$ cat src/common/sfd_pkg.sv
/*
  Shared constants for the framed single-wire register slave: frame fields,
  CRC settings, register offsets and reset values, counter widths.
  Assumes a 100 MHz core clock.
*/
package sfd_pkg;
    localparam int CLK_MHZ = 100;
    localparam int IDLE_UNIT_US = 100;
    localparam int IDLE_UNIT_CYCLES = IDLE_UNIT_US * CLK_MHZ;
    localparam int IDLE_W = 24;

    localparam logic [7:0] SYNC_PATTERN = 8'h55;
    localparam logic [7:0] CRC_INIT = 8'hFF;
    localparam logic [7:0] CRC_POLY_DEFAULT = 8'h2F;
    localparam int MAX_PAYLOAD = 24;

    // Device-select byte fields
    localparam int SEL_ADDR_LSB = 0;
    localparam int SEL_LEN_LSB = 4;
    localparam int SEL_BCAST_BIT = 6;
    localparam int SEL_WRITE_BIT = 7;
    localparam logic [3:0] BCAST_ADDR = 4'h0;

    // Sync measurement: falling edges after the start edge span 8 bit times
    localparam logic [2:0] SYNC_EDGES = 3'h4;
    localparam int MEAS_W = 18;
    localparam int BIT_W = MEAS_W - 3;

    // APB register offsets
    localparam logic [11:0] CTRL_OFS = 12'h000;
    localparam logic [11:0] STAT_OFS = 12'h004;
    localparam logic [11:0] CNT_OFS = 12'h008;

    // Control register fields and reset values
    localparam int CTRL_ADDRSRC_BIT = 0;
    localparam int CTRL_SLVADDR_LSB = 4;
    localparam int CTRL_RSPEN_BIT = 8;
    localparam int CTRL_IDLE_LSB = 12;
    localparam logic ADDRSRC_RST = 1'b0;
    localparam logic [3:0] SLVADDR_RST = 4'h0;
    localparam logic RSPEN_RST = 1'b1;
    localparam logic [3:0] IDLE_RST = 4'h3;

    function automatic logic [4:0] payload_len(input logic [1:0] code);
        case (code)
            2'b00: payload_len = 5'h01;
            2'b01: payload_len = 5'h04;
            2'b10: payload_len = 5'h10;
            default: payload_len = 5'h18;
        endcase
    endfunction : payload_len
endpackage : sfd_pkg

$ cat src/hdl/sync_byte_rx.sv
/*
  Byte receiver with bit timing learned from the sync byte.
  Assumes rxLine is already synchronised to mclk and that restart is
  held by the owner while the received stream must be disregarded.
*/
`timescale 1ns/10ps
module sync_byte_rx
    import sfd_pkg::*;
(
    // Clock and reset
    input wire logic mclk,
    input wire logic arst_n,
    // Line and control
    input wire logic rxLine,
    input wire logic restart,
    // Received bytes and timing
    output logic byteValid,
    output logic [7:0] byteData,
    output logic locked,
    output logic [BIT_W-1:0] bitLen
);
    typedef enum logic [2:0] {RX_HUNT, RX_MEAS, RX_STOPWAIT, RX_IDLE, RX_HALF, RX_BITS,
        RX_STOP} rx_state_t;

    typedef struct packed {
        rx_state_t st;
        logic prevLine;
        logic [MEAS_W-1:0] cnt;
        logic [2:0] edges;
        logic [3:0] bitCnt;
        logic [7:0] shift;
        logic valid;
        logic [7:0] data;
        logic locked;
        logic [BIT_W-1:0] bitLen;
    } rx_regs_t;

    rx_regs_t rx_ff;
    rx_regs_t nxt_rx;
    logic fall;
    logic [MEAS_W-1:0] bitFull;

    assign bitFull = {3'h0, rx_ff.bitLen};

    always_comb begin
        nxt_rx = rx_ff;
        nxt_rx.valid = 1'b0;
        nxt_rx.prevLine = rxLine;
        fall = rx_ff.prevLine & ~rxLine;
        if (restart) begin
            nxt_rx.st = RX_HUNT;
            nxt_rx.locked = 1'b0;
        end else begin
            case (rx_ff.st)
                RX_HUNT: begin
                    if (fall) begin
                        nxt_rx.st = RX_MEAS;
                        nxt_rx.cnt = {{(MEAS_W-1){1'b0}}, 1'b1};
                        nxt_rx.edges = 3'h0;
                    end
                end
                RX_MEAS: begin
                    nxt_rx.cnt = rx_ff.cnt + 1'b1;
                    if (fall) begin
                        nxt_rx.edges = rx_ff.edges + 1'b1;
                        if (rx_ff.edges == SYNC_EDGES - 3'h1) begin
                            nxt_rx.bitLen = rx_ff.cnt[MEAS_W-1:3]; // RL8
                            nxt_rx.st = (rx_ff.cnt[MEAS_W-1:4] == '0) ? RX_HUNT : RX_STOPWAIT;
                        end
                    end
                end
                RX_STOPWAIT: begin
                    if (rxLine) begin
                        nxt_rx.st = RX_IDLE;
                        nxt_rx.locked = 1'b1;
                    end
                end
                RX_IDLE: begin
                    if (fall) begin
                        nxt_rx.st = RX_HALF;
                        nxt_rx.cnt = '0;
                    end
                end
                RX_HALF: begin
                    nxt_rx.cnt = rx_ff.cnt + 1'b1;
                    if (rx_ff.cnt == {4'h0, rx_ff.bitLen[BIT_W-1:1]}) begin
                        // A glitch shorter than half a bit is not a start bit
                        nxt_rx.st = rxLine ? RX_IDLE : RX_BITS; // RL21
                        nxt_rx.cnt = '0;
                        nxt_rx.bitCnt = 4'h0;
                    end
                end
                RX_BITS: begin
                    nxt_rx.cnt = rx_ff.cnt + 1'b1;
                    if (rx_ff.cnt == bitFull - 1'b1) begin
                        nxt_rx.cnt = '0;
                        nxt_rx.shift = {rxLine, rx_ff.shift[7:1]}; // RL21
                        nxt_rx.bitCnt = rx_ff.bitCnt + 1'b1;
                        if (rx_ff.bitCnt == 4'h7) begin
                            nxt_rx.st = RX_STOP;
                        end
                    end
                end
                RX_STOP: begin
                    nxt_rx.cnt = rx_ff.cnt + 1'b1;
                    if (rx_ff.cnt == bitFull - 1'b1) begin
                        // Framing error drops the byte silently
                        nxt_rx.valid = rxLine;
                        nxt_rx.data = rx_ff.shift;
                        nxt_rx.st = RX_IDLE;
                    end
                end
                default: nxt_rx.st = RX_HUNT;
            endcase
        end
    end

    always_ff @(posedge mclk or negedge arst_n) begin
        if (!arst_n) begin
            rx_ff <= '{st: RX_HUNT, prevLine: 1'b1, default: '0};
        end else begin
            rx_ff <= nxt_rx;
        end
    end

    assign byteValid = rx_ff.valid;
    assign byteData = rx_ff.data;
    assign locked = rx_ff.locked;
    assign bitLen = rx_ff.bitLen;
endmodule : sync_byte_rx

$ cat src/hdl/serial_frame_slave_decoder.sv
/*
  Slave decoder for the framed single-wire register protocol, with an APB
  slave for its own settings and a byte-wide port to the register file.
  Assumes regRdData is valid in the same cycle that regRdEn is high, and
  that the line transceiver keeps the pin high when nothing drives it.
*/
// Chosen here: the APB interface to the registers and the address map.
// Summary of operation
// RL1 - Select bit set: use stored address
// RL2 - Select bit clear: use address pins
// RL3 - Stored slave address resets to zero
// RL4 - Each slave on bus gets unique address
// RL5 - Status byte and CRC only after CRC
// RL6 - Response enable low suppresses response
// RL7 - Broadcast frames never answered
// RL8 - Sync byte 55h sets bit timing
// RL9 - Master sends fresh sync every transaction
// RL10 - Select byte low nibble is target
// RL11 - Length code gives 1/4/16/24 bytes
// RL12 - Broadcast only with target address zero
// RL13 - Bit 7 direction; broadcast only writes
// RL14 - Byte after select is register address
// RL15 - Take exactly length payload bytes, then CRC
// RL16 - Master CRCs select, address, payload bytes
// RL17 - CRC mismatch drops frame, no watchdog clear
// RL18 - CRC starts from all ones
// RL19 - Burst write increments register address
// RL20 - Burst read increments register address
// RL21 - Start, eight data LSB first, stop
// RL22 - Idle timeout mid-frame abandons frame
// RL23 - Read returns data, then status
// RL24 - Good frame clears link watchdog
// RL25 - Foreign address frames ignored silently
// RL26 - CRC polynomial is a parameter
`timescale 1ns/10ps
module serial_frame_slave_decoder
    import sfd_pkg::*;
#(
    parameter logic [7:0] CRC_POLY = CRC_POLY_DEFAULT, // RL26
    parameter int IDLE_UNIT = IDLE_UNIT_CYCLES
) (
    // Clock and reset
    input wire logic mclk,
    input wire logic arst_n,
    // APB slave
    input wire logic psel,
    input wire logic penable,
    input wire logic pwrite,
    input wire logic [11:0] paddr,
    input wire logic [31:0] pwdata,
    output logic [31:0] prdata,
    output logic pready,
    output logic pslverr,
    // Serial line and address pins
    input wire logic rxPin,
    output logic txPin,
    input wire logic slaveAddrPin3,
    input wire logic slaveAddrPin2,
    input wire logic slaveAddrPin1,
    input wire logic slaveAddrPin0,
    // Register file and status
    output logic [7:0] regAddr,
    output logic regWrEn,
    output logic [7:0] regWrData,
    output logic regRdEn,
    input wire logic [7:0] regRdData,
    input wire logic [7:0] flagErr,
    output logic linkWdClear
);
    typedef enum logic [3:0] {F_HUNT, F_SEL, F_REG, F_DATA, F_CRC, F_WRITE, F_FETCH, F_LOAD,
        F_SEND, F_DONE} frame_state_t;

    typedef struct packed {
        frame_state_t st;
        logic rxMeta;
        logic rxSync;
        logic rxPrev;
        logic [3:0] pinMeta;
        logic [3:0] pinSync;
        logic [IDLE_W-1:0] idleCnt;
        logic [7:0] selByte;
        logic [7:0] regBase;
        logic [4:0] count;
        logic [4:0] idx;
        logic [MAX_PAYLOAD-1:0][7:0] payload;
        logic [7:0] crc;
        logic accept;
        logic bcast;
        logic [1:0] step;
        logic [9:0] txShift;
        logic [3:0] txBits;
        logic [BIT_W-1:0] txCnt;
        logic rxRestart;
        logic addrSrc;
        logic [3:0] slvAddr;
        logic rspEn;
        logic [3:0] idleSet;
        logic [7:0] okCnt;
        logic [7:0] crcErrCnt;
        logic [31:0] prdata;
        logic pready;
        logic pslverr;
        logic [7:0] regAddr;
        logic regWrEn;
        logic [7:0] regWrData;
        logic regRdEn;
        logic wdClr;
        logic txOut;
    } dec_regs_t;

    dec_regs_t dec_ff;
    dec_regs_t nxt_dec;

    logic rxValid;
    logic [7:0] rxByte;
    logic rxLocked;
    logic [BIT_W-1:0] bitLen;
    logic [3:0] effAddr;
    logic [IDLE_W-1:0] idleLimit;
    logic inFrame;
    logic isBcast;
    logic [7:0] txByte;
    logic [7:0] crcIn;

    function automatic logic [7:0] crc8(input logic [7:0] c, input logic [7:0] d);
        logic [7:0] x;
        x = c ^ d;
        for (int i = 0; i < 8; i++) begin
            x = x[7] ? ({x[6:0], 1'b0} ^ CRC_POLY) : {x[6:0], 1'b0};
        end
        return x;
    endfunction : crc8

    sync_byte_rx u_rx (
        .mclk(mclk),
        .arst_n(arst_n),
        .rxLine(dec_ff.rxSync),
        .restart(dec_ff.rxRestart),
        .byteValid(rxValid),
        .byteData(rxByte),
        .locked(rxLocked),
        .bitLen(bitLen)
    );

    always_comb begin
        nxt_dec = dec_ff;
        effAddr = dec_ff.addrSrc ? dec_ff.slvAddr : dec_ff.pinSync; // RL1 RL2
        idleLimit = IDLE_W'((int'(dec_ff.idleSet) + 1) * IDLE_UNIT);
        inFrame = dec_ff.st inside {F_HUNT, F_SEL, F_REG, F_DATA, F_CRC};
        crcIn = dec_ff.crc;
        isBcast = rxByte[SEL_BCAST_BIT] && rxByte[SEL_WRITE_BIT]
            && rxByte[SEL_ADDR_LSB +: 4] == BCAST_ADDR; // RL12 RL13
        case (dec_ff.step)
            2'h0: txByte = regRdData;
            2'h1: txByte = flagErr;
            default: txByte = dec_ff.crc;
        endcase

        // Pin synchronisers
        nxt_dec.rxMeta = rxPin;
        nxt_dec.rxSync = dec_ff.rxMeta;
        nxt_dec.rxPrev = dec_ff.rxSync;
        nxt_dec.pinMeta = {slaveAddrPin3, slaveAddrPin2, slaveAddrPin1, slaveAddrPin0};
        nxt_dec.pinSync = dec_ff.pinMeta;

        nxt_dec.regWrEn = 1'b0;
        nxt_dec.regRdEn = 1'b0;
        nxt_dec.wdClr = 1'b0;

        // Idle watch restarts on line toggles; done keeps it so hunt fires once
        if (dec_ff.rxSync != dec_ff.rxPrev || !(inFrame || dec_ff.st == F_DONE)) begin
            nxt_dec.idleCnt = '0;
        end else if (dec_ff.idleCnt != idleLimit) begin
            nxt_dec.idleCnt = dec_ff.idleCnt + 1'b1;
        end

        case (dec_ff.st)
            F_HUNT: begin
                if (rxLocked && !dec_ff.rxRestart) begin
                    nxt_dec.st = F_SEL;
                    nxt_dec.crc = CRC_INIT; // RL18
                end
            end
            F_SEL: begin
                if (rxValid) begin
                    nxt_dec.selByte = rxByte; // RL10
                    nxt_dec.crc = crc8(crcIn, rxByte);
                    nxt_dec.bcast = isBcast; // RL12
                    nxt_dec.accept = isBcast || rxByte[SEL_ADDR_LSB +: 4] == effAddr; // RL25
                    nxt_dec.st = F_REG;
                end
            end
            F_REG: begin
                if (rxValid) begin
                    nxt_dec.regBase = rxByte; // RL14
                    nxt_dec.crc = crc8(crcIn, rxByte);
                    nxt_dec.count = payload_len(dec_ff.selByte[SEL_LEN_LSB +: 2]); // RL11
                    nxt_dec.idx = 5'h0;
                    nxt_dec.st = dec_ff.selByte[SEL_WRITE_BIT] ? F_DATA : F_CRC; // RL13
                end
            end
            F_DATA: begin
                if (rxValid) begin
                    nxt_dec.payload[dec_ff.idx] = rxByte;
                    nxt_dec.crc = crc8(crcIn, rxByte);
                    nxt_dec.idx = dec_ff.idx + 1'b1;
                    if (dec_ff.idx == dec_ff.count - 1'b1) begin
                        nxt_dec.st = F_CRC; // RL15
                    end
                end
            end
            F_CRC: begin
                if (rxValid) begin
                    nxt_dec.idx = 5'h0;
                    nxt_dec.step = 2'h0;
                    if (rxByte != dec_ff.crc) begin
                        nxt_dec.crcErrCnt = dec_ff.crcErrCnt + 1'b1;
                        nxt_dec.st = F_DONE; // RL17
                    end else if (!dec_ff.accept) begin
                        nxt_dec.st = F_DONE; // RL25
                    end else begin
                        nxt_dec.wdClr = 1'b1; // RL24
                        nxt_dec.okCnt = dec_ff.okCnt + 1'b1;
                        nxt_dec.crc = CRC_INIT; // RL18
                        nxt_dec.st = dec_ff.selByte[SEL_WRITE_BIT] ? F_WRITE : F_FETCH;
                    end
                end
            end
            F_WRITE: begin
                nxt_dec.regWrEn = 1'b1;
                nxt_dec.regAddr = dec_ff.regBase + {3'h0, dec_ff.idx}; // RL19
                nxt_dec.regWrData = dec_ff.payload[dec_ff.idx];
                nxt_dec.idx = dec_ff.idx + 1'b1;
                if (dec_ff.idx == dec_ff.count - 1'b1) begin
                    nxt_dec.step = 2'h1;
                    nxt_dec.st = (dec_ff.rspEn && !dec_ff.bcast) ? F_LOAD : F_DONE; // RL5 RL6 RL7
                end
            end
            F_FETCH: begin
                if (!dec_ff.rspEn) begin
                    nxt_dec.st = F_DONE; // RL6
                end else begin
                    nxt_dec.regRdEn = 1'b1;
                    nxt_dec.regAddr = dec_ff.regBase + {3'h0, dec_ff.idx}; // RL20
                    nxt_dec.st = F_LOAD;
                end
            end
            F_LOAD: begin
                nxt_dec.txShift = {1'b1, txByte, 1'b0}; // RL21
                nxt_dec.txBits = 4'h0;
                nxt_dec.txCnt = '0;
                if (dec_ff.step != 2'h2) begin
                    nxt_dec.crc = crc8(crcIn, txByte);
                end
                nxt_dec.st = F_SEND;
            end
            F_SEND: begin
                nxt_dec.txCnt = dec_ff.txCnt + 1'b1;
                if (dec_ff.txCnt == bitLen - 1'b1) begin
                    nxt_dec.txCnt = '0;
                    nxt_dec.txShift = {1'b1, dec_ff.txShift[9:1]};
                    nxt_dec.txBits = dec_ff.txBits + 1'b1;
                    if (dec_ff.txBits == 4'h9) begin
                        // Data bytes first, then status, then CRC
                        nxt_dec.st = F_LOAD; // RL23
                        if (dec_ff.step == 2'h0) begin
                            nxt_dec.idx = dec_ff.idx + 1'b1;
                            if (dec_ff.idx == dec_ff.count - 1'b1) begin
                                nxt_dec.step = 2'h1;
                            end else begin
                                nxt_dec.st = F_FETCH; // RL20
                            end
                        end else if (dec_ff.step == 2'h1) begin
                            nxt_dec.step = 2'h2; // RL5
                        end else begin
                            nxt_dec.st = F_DONE;
                        end
                    end
                end
            end
            F_DONE: begin
                nxt_dec.st = F_HUNT; // RL9
            end
            default: nxt_dec.st = F_DONE;
        endcase

        if (inFrame && dec_ff.idleCnt != idleLimit && nxt_dec.idleCnt == idleLimit) begin
            nxt_dec.st = F_DONE; // RL22
        end
        // Receiver held off while answering so our own echo is not parsed
        nxt_dec.rxRestart = nxt_dec.st inside {F_WRITE, F_FETCH, F_LOAD, F_SEND, F_DONE};
        nxt_dec.txOut = (nxt_dec.st == F_SEND) ? nxt_dec.txShift[0] : 1'b1;

        // APB: data prepared in setup, answered in the first access cycle
        nxt_dec.pready = psel && !penable;
        if (psel && !penable) begin
            nxt_dec.pslverr = !(paddr inside {CTRL_OFS, STAT_OFS, CNT_OFS});
            case (paddr)
                CTRL_OFS: nxt_dec.prdata = {16'h0000, dec_ff.idleSet, 3'h0, dec_ff.rspEn,
                    dec_ff.slvAddr, 3'h0, dec_ff.addrSrc};
                STAT_OFS: nxt_dec.prdata = {1'b0, bitLen, 8'h00, 2'h0, !inFrame,
                    rxLocked, effAddr};
                CNT_OFS: nxt_dec.prdata = {16'h0000, dec_ff.okCnt, dec_ff.crcErrCnt};
                default: nxt_dec.prdata = 32'h0000_0000;
            endcase
        end else begin
            nxt_dec.pslverr = 1'b0;
        end
        if (psel && penable && dec_ff.pready && pwrite && paddr == CTRL_OFS) begin
            nxt_dec.addrSrc = pwdata[CTRL_ADDRSRC_BIT];
            nxt_dec.slvAddr = pwdata[CTRL_SLVADDR_LSB +: 4];
            nxt_dec.rspEn = pwdata[CTRL_RSPEN_BIT]; // RL6
            nxt_dec.idleSet = pwdata[CTRL_IDLE_LSB +: 4];
        end
    end

    always_ff @(posedge mclk or negedge arst_n) begin
        if (!arst_n) begin
            dec_ff <= '{st: F_HUNT, rxMeta: 1'b1, rxSync: 1'b1, rxPrev: 1'b1,
                crc: CRC_INIT, addrSrc: ADDRSRC_RST, slvAddr: SLVADDR_RST, // RL3
                rspEn: RSPEN_RST, idleSet: IDLE_RST, txOut: 1'b1, rxRestart: 1'b1,
                default: '0};
        end else begin
            dec_ff <= nxt_dec;
        end
    end

    assign prdata = dec_ff.prdata;
    assign pready = dec_ff.pready;
    assign pslverr = dec_ff.pslverr;
    assign txPin = dec_ff.txOut;
    assign regAddr = dec_ff.regAddr;
    assign regWrEn = dec_ff.regWrEn;
    assign regWrData = dec_ff.regWrData;
    assign regRdEn = dec_ff.regRdEn;
    assign linkWdClear = dec_ff.wdClr;
endmodule : serial_frame_slave_decoder

$ cat config.mk
export PLATFORM = sky130hd
export DESIGN_NAME = serial_frame_slave_decoder
export DESIGN_NICKNAME = d
export VERILOG_FILES = /design/src/common/sfd_pkg.sv /design/src/hdl/sync_byte_rx.sv /design/src/hdl/serial_frame_slave_decoder.sv
export SDC_FILE = /design/constraint.sdc
export NUM_CORES = 1
export LEC_CHECK = 0
export BUFFER_PORTS_ARGS = -buffer_cell sky130_fd_sc_hd__buf_2
export CAP_MARGIN = 40
export CORE_MARGIN = 3
export CORE_UTILIZATION = 35
export CTS_CLUSTER_DIAMETER = 120
export DETAILED_ROUTE_END_ITERATION = 8
export GPL_TIMING_DRIVEN = 0
export PLACE_DENSITY = 0.48
export SYNTH_ARGS = -nofsm -noshare
export SYNTH_HDL_FRONTEND = slang
export SYNTH_HIERARCHICAL = 1
export SYNTH_SLANG_ARGS = --single-unit
$ cat constraint.sdc
create_clock -name mclk -period 6.15 [get_ports mclk]
set_clock_uncertainty 0.2 [all_clocks]
set_input_delay 1.845 -clock mclk [delete_from_list [all_inputs] [get_ports mclk]]
set_output_delay 1.845 -clock mclk [all_outputs]
set_load 0.05 [all_outputs]
=== Word-level counts from Yosys, hierarchy flattened ===
Index checks and enable logic that the tools add are counted.

* $add $sub $neg: 14
* Multipliers: 1
* $lt $le $gt $ge: 2
* Equal/unequal tests: 65
* Multiplexer cells: 110
* Bitwise logic cells: 22
* Reductions and logical operators: 60

{| class="wikitable"
|+ Operators with widths
! cell !! number
|-
| 205-bit two-way mux || 1
|-
| 192-bit bitwise mux || 1
|-
| 6-bit two-way mux || 16
|-
| 31-bit case mux with 3 select lines || 1
|-
| 18-bit case mux with 5 select lines || 1
|-
| 5-bit NOT || 16
|-
| 4-bit two-way mux || 18
|-
| 8-bit two-way mux || 9
|-
| 29-bit case mux with 2 select lines || 1
|-
| 18-bit two-way mux || 3
|-
| 24-bit two-way mux || 2
|-
| 8-bit case mux with 6 select lines || 1
|-
| 8-bit binary-select mux with 5-bit select || 1
|-
| 8-bit demux with 5-bit select || 1
|-
| 4-bit case mux with 10 select lines || 1
|-
| 3-bit two-way mux || 13
|-
| 9-bit two-way mux || 4
|-
| 4-bit by 3-bit equality test with 1-bit output (second input constant) || 8
|-
| 8-bit case mux with 2 select lines || 2
|-
| 31-bit two-way mux || 1
|-
| 5-bit two-way mux || 5
|-
| 5-bit case mux with 5 select lines || 1
|-
| 24-bit by 1-bit adder with 24-bit output (second input constant) || 1
|-
| 24-bit by 19-bit equality test with 1-bit output || 1
|-
| other kinds (68) || 165
|}

* Flip-flop bits (word level): 440
* Input port bits: 70
* Output and inout bits: 54
* Logic and storage cells: 342

=== Longest topological paths before layout ===
Gate-level depths: netlist of the first run.

* Word-level depth: 21
* Depth in mapped cells: 17
* Depth with buffers taken out: 16

=== Hierarchy ===
The synthesis of the first run kept the hierarchy.

{| class="wikitable"
|+ By module, submodules not included
! module !! instances !! cells each !! area each (sq um) !! seq. area each (sq um)
|-
| serial_frame_slave_decoder || 1 || 1,808 || 20,412.1 || 9,328.9
|-
| sync_byte_rx || 1 || 432 || 4,003.8 || 1,552.7
|}

=== Worst setup path before layout of the first run ===
OpenSTA, ideal clock, no wires.

* Path kind: reg2reg
* Start: reg dec_ff[70] (netlist bit)
* End: reg dec_ff[377] (netlist bit)
* Library setup time: 0.119 ns
* Data arrival time: 4.841 ns
* Required time: 5.831 ns
* Path slack: 0.991 ns
* Cell stages (with the launch flop): 18
* Path buffers: 2
* Period minus slack after synthesis: 5.159 ns
* Path through: dfstp_2 clkbuf_1 nand3_1 xor2_1 inv_1 ha_1 or2_2 ha_1 ha_1 clkbuf_1 o21ai_0 a22o_1 a31oi_1 xnor3_1 nor4_1 o32ai_1 or4_4 o21a_1

{| class="wikitable"
|+ RTL lines
! what !! line !! RTL
|-
| start: declaration || serial_frame_slave_decoder.sv:111 || <nowiki>dec_regs_t dec_ff;</nowiki>
|-
| start signal: assignment || serial_frame_slave_decoder.sv:319 || <nowiki>dec_ff <= '{st: F_HUNT, rxMeta: 1'b1, rxSync: 1'b1, rxPrev: 1'b1,</nowiki>
|-
| start signal: assignment || serial_frame_slave_decoder.sv:324 || <nowiki>dec_ff <= nxt_dec;</nowiki>
|}

==> results of run 1 <==
[routing by layer]
layer  wire (um)  share of wire  vias up  GRT usage
li1            -              -     8307          -
met1       32000           0.47     8991      0.259
met2       31000           0.46      370      0.294
met3        2810          0.042      118     0.0281
met4        1810          0.027        0     0.0558
met5           0              0        -          0
[worst max-delay path, delay by kind of cell (launching register included)]
| kind | cells | cell delay [ns] |
|---|---|---|
| adders and majority gates | 4 | 1.17 |
| buffers and inverters | 4 | 1.16 |
| AOI/OAI and AO/OA | 5 | 1.14 |
| and+or+nand+nor | 3 | 1.07 |
| DFF | 1 | 0.53 |
| xor gates and xnor gates | 1 | 0.41 |
[cell usage in the layout (no fill, tap or decap), types with 18 or more instances in the layout]
master | netlist | routed
a21oi_1 | 57 | 57
a22o_1 | 26 | 26
a22oi_1 | 26 | 26
and3_1 | 18 | 18
buf_2 | 5 | 105
buf_4 | 73 | 75
clkbuf_1 | 112 | 118
clkbuf_16 | 0 | 52
dfrtp_1 | 417 | 417
ha_1 | 48 | 48
inv_1 | 59 | 59
mux2_2 | 261 | 261
mux2i_1 | 33 | 33
mux4_2 | 48 | 48
nand2_1 | 201 | 201
nand3_1 | 66 | 66
nand4_1 | 33 | 33
nor2_1 | 120 | 120
nor3_1 | 29 | 29
nor4_1 | 28 | 28
o21ai_0 | 83 | 83
xnor2_1 | 124 | 124
xor2_1 | 50 | 48
[worst max-delay path by stage]
| stage | slack, ns | to | start |
|---|---|---|---|
| final | 0.41 | dec_ff[376]$_DFF_PN0_ | dec_ff[70]$_DFFE_PN1P_ |
| after global routing | 0.005 | dec_ff[80]$_DFF_PN1_ | dec_ff[70]$_DFFE_PN1P_ |
| after CTS | 0.17 | dec_ff[376]$_DFF_PN0_ | dec_ff[70]$_DFFE_PN1P_ |
| after detailed placement | 0.14 | dec_ff[376]$_DFF_PN0_ | dec_ff[70]$_DFFE_PN1P_ |
| after global placement | -5.95 | dec_ff[90]$_DFFE_PN0P_ | arst_n |
| after floorplan | 0.99 | dec_ff[377]$_DFF_PN0_ | dec_ff[70]$_DFFE_PN1P_ |
[logic make-up after synthesis]
family                   count (synthesis)  synth area share
AO/OA/AOI/OAI                          330            0.0925
XOR/XNOR                               184            0.0717
adder cells (fa/ha/maj)                 54            0.0291
buffers and inverters                  267            0.0534
flip-flops                             434             0.446
multiplexers                           342             0.178
other                                    1          0.000154
AND/OR/NAND/NOR                        628             0.129
[metrics by stage]
| step | total power [mW] | instance area [um^2] | TNS (ns) |
|---|---|---|---|
| 2_1_floorplan | 4.23 | 24400 | 0 |
| 3_3_place_gp | 4.59 | 26100 | -2511.52 |
| 3_5_place_dp | 4.61 | 26400 | 0 |
| 4_1_cts | 7.81 | 28100 | 0 |
| 5_1_grt | 8.09 | 28100 | 0 |
| 6_report | 7.69 | 28100 | 0 |
[power by group through the flow]
stage	clock network, mW	logic [mW]	registers, mW
6_report	3.14	1.50	3.04
5_1_grt	3.37	1.67	3.05
4_1_cts	3.25	1.52	3.04
3_5_place_dp	0	1.51	3.10
3_3_place_gp	0	1.49	3.09
2_1_floorplan	0	1.17	3.06
[layout make-up]
cell class	count	area, um^2	share of cell area
inverters	59	221	0.00787
diodes	1	2.50	0.0000889
clock buffers	73	1530	0.0544
flip-flops and latches	434	10900	0.387
clock inverters	20	240	0.00854
multi-input cells	1539	12200	0.435
well taps	931	1160	0.0414
plain buffers	208	1080	0.0385
repair buffers	118	772	0.0274
[repair_timing]
item	in CTS	in global routing
gates resized for setup	0	2
setup buffers	0	0
endpoints found under the setup margin	0	5
==> impl_metrics.ini, run 1 <==
[global_routing]
grt_pass1_wl_um = 106000
grt_max_degree = 107
grt_usage = 0.184
grt_overflow = 0
antenna_found_initial = 0
first_global_vias = 18100

[power]
power_density_nw_per_um2 = 273
power_frac_comb = 0.195
switching_share = 0.290
pwr-share-seq = 0.396
switchingPower_mw = 2.23
p_int_mw = 5.46
peakVddDrop_mv = 0.211
p_leak_nw = 13.0
power.share.clock = 0.409

[finish]
fin_nets = 2535
fin_cells = 3383
area_growth_pct = 15.3
fillers = 6614
final_util = 0.409
drive_above_1_share = 0.263

[hold_path]
holdCritPathClass = register to register
min-delay-start = dec_ff[369]$_DFF_PN0_
whs_endpoint = dec_ff[365]$_DFF_PN0_
hold_depth = 0

[route]
dr.pass1.iters = 5
num_vias = 17800
wl_per_cell_um = 20.0
drt-initial-drc-count = 1079
vias_per_cell = 5.26
ant_nets = 0
wl_um = 67600
drc = 0

[sta]
finalCriticalPeriod_ns = 5.74
slew-limit-headroom = 0.402
rsz0062_at_grt = no
fin_ws_ns = 0.405
worst_pin_slew_ns = 0.897
whs_ns = 0.149
finalSetupViolations = 0
fin_crit_sh = 0.934
final_max_slew_viol_count = 0
hold_viol = 0
clock.fmax_mhz = 174

[synthesis]
syn_nets = 2363
synth_area_leader_cell = dfrtp_1
synth-seq-cells = 434
yosys_warnings = 6
netlist_instances = 2240
synth_top_area_frac = 0.427
ys_top_cells_by_area = dfrtp_1 (43%), mux2_2 (12%), xnor2_1 (4.4%), mux4_2 (4.4%), nand2_1 (3.1%)
ys.flop_type = dfrtp_1
synth_area_um2 = 24400
yosysMostFrequentCell = dfrtp_1
synth_common_cells = dfrtp_1 (417), mux2_2 (261), nand2_1 (201)
yosys.cell_types.count = 90
synthArstFlopShare = 1.00
syn_area_per_cell_um2 = 10.9
yosysSeqAreaShare = 0.446
synth_edf_count = 0

[die]
row_count = 96
ios = 124
die_w_um = 270
die_area_um2 = 73000
dieHeight_um = 270
coreArea_um2 = 68800
initial_utilization = 0.355

[worst_setup_path]
cp.required_ns = 6.46
r2r-start = dec_ff[70]$_DFFE_PN1P_
r2r-end = dec_ff[376]$_DFF_PN0_
rr_worst_depth = 17
cpMostUsedCell = ha_1
cpPeakStageDelay_ns = 0.63
rrSetupSlack_ns = 0.41
cp_data_arrival_time_ns = 6.05
cp-end-kind = register
critical_path_class = register to register
crit_slowest_cell = or4_4
crit_chain = clkbuf_1, inv_1, ha_1, inv_1, ha_1, or2_2, ha_1, ha_1, clkbuf_1, o21ai_0, a22o_1, a31oi_1, xnor3_1, nor4_1, o32ai_1, or4_4, o21a_1
worstSetupStartpointType = register
crit_fanout = 9

[run_status]
status = completed

[clock_network]
cts_tree = built
cts_sinks = 434
clk_latency_ns = 0.63
clk_path_buf_depth = 3
cts-root-buf = clkbuf_16
cts_made_buffers = 52
cts_hold_buf = 0
clkTransAtPathRegs_ns = 0.06
cts-htree-levels = 2

[placed_design]
gp_congestion = 0.863
dp_slack_ns = 0.135
io_buffers = 99
post-dp-hpwl_um = 49500
placedCellCount = 3289

[run]
maxCapViolCount = 0
Note: power is estimated with default switching activity, not from simulation.
==> run 2, diff against run 1 <==
--- a/config.mk
+++ b/config.mk
@@ -12,6 +12,7 @@
 export CTS_CLUSTER_DIAMETER = 120
 export DETAILED_ROUTE_END_ITERATION = 8
 export GPL_TIMING_DRIVEN = 0
+export MAX_ROUTING_LAYER = met4
 export PLACE_DENSITY = 0.48
 export SYNTH_ARGS = -nofsm -noshare
 export SYNTH_HDL_FRONTEND = slang
==> impl_metrics.ini, run 2 (synthesis results as in run 1) <==
[die]
coreArea_um2 = 68800
row_count = 96
initial_utilization = 0.355
dieHeight_um = 270
ios = 124
die_area_um2 = 73000
die_w_um = 270

[finish]
final_common_cell = dfrtp_1
fin_nets = 2533
fillers = 6622
layout_common_cells = dfrtp_1 (417), mux2_2 (261), nand2_1 (201), clkbuf_1 (125), xnor2_1 (124)
area_growth_pct = 14.9
drive_above_1_share = 0.260
antenna_cells = 0

[worst_setup_path]
crit_fanout = 9
crit_slowest_cell = or4_4
cp-end-kind = register
cpPeakStageDelay_ns = 0.63
worstSetupStartpointType = register
critical_path_class = register to register
crit_chain = clkbuf_1, inv_1, ha_1, inv_1, ha_1, or2_2, ha_1, ha_1, clkbuf_1, o21ai_0, a22o_1, a31oi_1, xnor3_1, nor4_1, o32ai_1, or4_4, o21a_1
cp_data_arrival_time_ns = 6.07
cp.required_ns = 6.41
cpMostUsedCell = ha_1

[clock_network]
cts-root-buf = clkbuf_16
clk_latency_ns = 0.62
post_cts_buffers = 0
clk_path_buf_depth = 3
cts_tree = built
cts_resized = 0
cts-htree-levels = 2
cts_hold_buf = 0
cts_sinks = 434
cts_made_buffers = 51
clkTransAtPathRegs_ns = 0.06

[sta]
finalSetupViolations = 0
hold_viol = 0
clock.fmax_mhz = 172
final_max_slew_viol_count = 0
rsz0062_at_grt = no
finalCriticalPeriod_ns = 5.81
whs_ns = 0.150
fin_crit_sh = 0.945
slew-limit-headroom = 0.321
worst_pin_slew_ns = 1.01
setup_tns_ns = 0

[route]
vias_per_cell = 5.29
num_vias = 17900
ant_nets = 0
drt-initial-drc-count = 1331
drc = 0
wl_per_cell_um = 20.0
wl_um = 67800
dr.pass1.iters = 5

[placed_design]
gp_congestion = 0.884
post-dp-hpwl_um = 49700
io_buffers = 99

[hold_path]
holdCritPathClass = register to register

[global_routing]
antenna_found_initial = 1
grt_usage = 0.189
grt_overflow = 0
grt_pass1_wl_um = 107000
grt_max_degree = 121
first_global_vias = 18200

[power]
power_density_nw_per_um2 = 271
peakVddDrop_mv = 0.199
p_leak_nw = 12.9

[run]
maxCapViolCount = 0

[run_status]
status = completed
## run 2: cell count changes in the layout (fill, tap and decap cells not counted), sizes merged
cell,delta
diode,-1
clkinv,+5
clkinvlp,-2
clkbuf,+2
buf,-1
inv,-2
## run 2: path summary, 6_finish.rpt
kind	endpoint	depth (start not counted)	start	slack [ns]
setup reg to reg	dec_ff[376]$_DFF_PN0_	17	dec_ff[70]$_DFFE_PN1P_	0.34
min in group asynchronous	dec_ff[355]$_DFF_PN0_	1	arst_n	0.95
hold / removal	dec_ff[364]$_DFF_PN0_	0	dec_ff[368]$_DFF_PN0_	0.15
hold reg to reg	dec_ff[364]$_DFF_PN0_	0	dec_ff[368]$_DFF_PN0_	0.15
max in group asynchronous	asynchronous set/reset pin	3	arst_n	3.33
setup / recovery	dec_ff[376]$_DFF_PN0_	17	dec_ff[70]$_DFFE_PN1P_	0.34
## run 2: layout make-up
cell class / count / area [um^2] / share of cell area
clock buffers: 75 / 1480 / 0.0526
clock inverters: 21 / 218 / 0.00776
well taps: 931 / 1160 / 0.0415
plain buffers: 208 / 1080 / 0.0386
repair buffers: 117 / 764 / 0.0273
multi-input cells: 1539 / 12200 / 0.436
inverters: 59 / 221 / 0.00790
flip-flops and latches: 434 / 10900 / 0.388
## run 2: critical path, delay by kind of cell (launching register included)
kind                     cells  cell delay [ns]
buffers and inverters        4             1.15
AO/OA/AOI/OAI                5             1.12
AND/OR/NAND/NOR              3             1.07
flip-flops                   1             0.53
XOR/XNOR                     1             0.40
adder cells (fa/ha/maj)      4             1.20
## run 2: metrics by stage
step	utilization	instance area, um^2	power, mW	setup WS, ns	std cells
detailed placement	0.383	26300	4.61	0.207	3288
global placement	0.379	26100	4.58	-5.95	3270
global route	0.408	28000	7.97	0.0232	3384
CTS	0.407	28000	7.70	0.163	3384
finish	0.408	28000	7.60	0.341	3384
floorplan	-	24400	4.23	0.991	2240
## run 2: power breakdown
group          internal [mW]  total, mW  switching, mW
Combinational          0.674       1.52          0.849
Clock                   1.76       3.04           1.28
Sequential              2.95       3.04         0.0908
Total                   5.39       7.60           2.22
## run 2: routing by layer
layer / up-vias / track usage / wire (um)
met5: - / - / 0
li1: 8321 / - / -
met1: 9112 / 0.259 / 32200
met3: 103 / 0.0238 / 2540
met4: 0 / 0.0492 / 1630
met2: 378 / 0.298 / 31400
==> run 3, diff against run 2 <==
--- a/config.mk
+++ b/config.mk
@@ -14,6 +14,7 @@
 export GPL_TIMING_DRIVEN = 0
 export MAX_ROUTING_LAYER = met4
 export PLACE_DENSITY = 0.48
+export REMOVE_ABC_BUFFERS = 1
 export SYNTH_ARGS = -nofsm -noshare
 export SYNTH_HDL_FRONTEND = slang
 export SYNTH_HIERARCHICAL = 1
==> impl_metrics.ini, run 3 (synthesis results as in run 1) <==
[run_status]
status = completed

[finish]
area_growth_pct = 11.9
fin_cells = 3188
final_util = 0.397
fillers = 6652
layout_common_cells = dfrtp_1 (415), mux2_2 (261), nand2_1 (201), xnor2_1 (124), nor2_1 (120)
drive_above_1_share = 0.259
multi_input_area_um2 = 12300
antenna_cells = 0
fin_nets = 2340
final_cell_area_um2 = 27300
final_common_cell = dfrtp_1
seqCellArea_um2 = 10900

[clock_network]
clk_latency_ns = 0.61
cts_sinks = 434
clkTransAtPathRegs_ns = 0.06
cts_tree = built
cts_made_buffers = 50
clk_path_buf_depth = 3
cts-root-buf = clkbuf_16
post_cts_buffers = 0
cts-htree-levels = 2

[global_routing]
gr-usage-met3 = 0.0219
grt_busiest_layer = met2
grt_pass1_wl_um = 99900
grt_usage = 0.176
grt_use_met1 = 0.227
use_met2 = 0.290
antenna_found_initial = 1
grt_max_degree = 122
first_global_vias = 17400
grt_overflow = 0

[sta]
fin_crit_sh = 0.919
worst_pin_slew_ns = 0.941
slew-limit-headroom = 0.371
finalSetupViolations = 0
hold_viol = 0
finalCriticalPeriod_ns = 5.65
final_max_slew_viol_count = 0
clock.fmax_mhz = 177
rsz0062_at_grt = no

[power]
peakVddDrop_mv = 0.200
power_density_nw_per_um2 = 279
finalPower_mw = 7.62
p_leak_nw = 12.5

[run]
maxCapViolCount = 0

[placed_design]
post_dp_cell_area_um2 = 25600
post-dp-hpwl_um = 43700
io_buffers = 100
placedCellCount = 3096
gp_congestion = 0.827

[route]
drt-initial-drc-count = 998
num_vias = 17000
ant_nets = 0
dr.pass1.iters = 5
wl_per_cell_um = 19.7
vias_per_cell = 5.33
drc = 0
wl_um = 62900

[worst_setup_path]
cp-end-kind = register
rr_worst_depth = 16
critical_path_class = register to register
r2r-end = dec_ff[376]$_DFF_PN0_
worstSetupStartpointType = register
r2r-start = dec_ff[70]$_DFFE_PN1P_
rrSetupSlack_ns = 0.50
cp.required_ns = 6.44
cp_data_arrival_time_ns = 5.94
crit_fanout = 13

[die]
coreArea_um2 = 68800
dieHeight_um = 270
row_count = 96
die_area_um2 = 73000
initial_utilization = 0.355
ios = 124
die_w_um = 270

[hold_path]
holdCritPathClass = register to register
whs_endpoint = dec_ff[364]$_DFF_PN0_
min-delay-start = dec_ff[368]$_DFF_PN0_
hold_depth = 0
run 3: cell types whose count changed in the layout (fill, tap and decap cells not counted), moves of 3 or more:
cell	delta
buf_4	-67
buf_16	+10
clkbuf_1	-117
buf_6	-9
clkbuf_8	+3
buf_8	+3
buf_1	-15
run 3: power by group:
group,switching [mW],leakage (nW),internal (mW)
logic,0.787,5.71,0.664
registers,0.138,5.95,2.95
clock network,1.26,0.843,1.82
total,2.19,12.5,5.43
run 3: what timing repair did:
item                                    4_1_cts  5_1_grt
resized for setup                             0        2
endpoints found under the setup margin        0        5
hold buffers                                  0        0
run 3: worst max path at each step:
stage | slack [ns] | end | cells past startpoint | start
2_1_floorplan | 0.96 | dec_ff[377]$_DFF_PN0_ | 16 | dec_ff[70]$_DFFE_PN1P_
3_3_place_gp | -5.84 | asynchronous set/reset pin | 1 | arst_n
3_5_place_dp | 0.22 | dec_ff[377]$_DFF_PN0_ | 16 | dec_ff[70]$_DFFE_PN1P_
4_1_cts | 0.20 | dec_ff[377]$_DFF_PN0_ | 16 | dec_ff[70]$_DFFE_PN1P_
5_1_grt | 0.08 | dec_ff[377]$_DFF_PN0_ | 16 | dec_ff[70]$_DFFE_PN1P_
6_report | 0.50 | dec_ff[376]$_DFF_PN0_ | 16 | dec_ff[70]$_DFFE_PN1P_
run 3: critical path, stage by stage (launching register included):
cell and delay, ns:
dfstp_2 0.66, ha_1 0.25, xor2_2 0.34, inv_1 0.20, fa_1 0.51, inv_1 0.04
ha_1 0.20, fa_1 0.38, ha_1 0.51, o21ai_0 0.18, a22o_1 0.27, a31oi_2 0.30
xnor2_1 0.14, a2111oi_0 0.44, o32ai_1 0.16, or4_4 0.59, o21a_1 0.13
run 3: area by class of cell:
type | count | area share
clock buffers | 73 | 0.0549
clock inverters | 19 | 0.00723
inverters | 59 | 0.00810
multi-input cells | 1539 | 0.449
flip-flops and latches | 434 | 0.399
well taps | 931 | 0.0426
repair buffers | 133 | 0.0394
run 3: per-stage QoR:
step	hold slack [ns]	worst slack, ns	TNS, ns
floorplan	0.131	0.959	0
global route	0.160	0.0783	0
CTS	0.151	0.202	0
finish	0.148	0.500	0
detailed placement	0.138	0.224	0
global placement	0.141	-5.84	-2461.61
run 3: routing by layer:
layer  vias to the layer above  wire length, um  share of wire
met3                        97             2210          0.035
met1                      8698            28400           0.45
met5                         -                0              0
met2                       285            30600           0.49
met4                         0             1590          0.025
li1                       7913                -              -
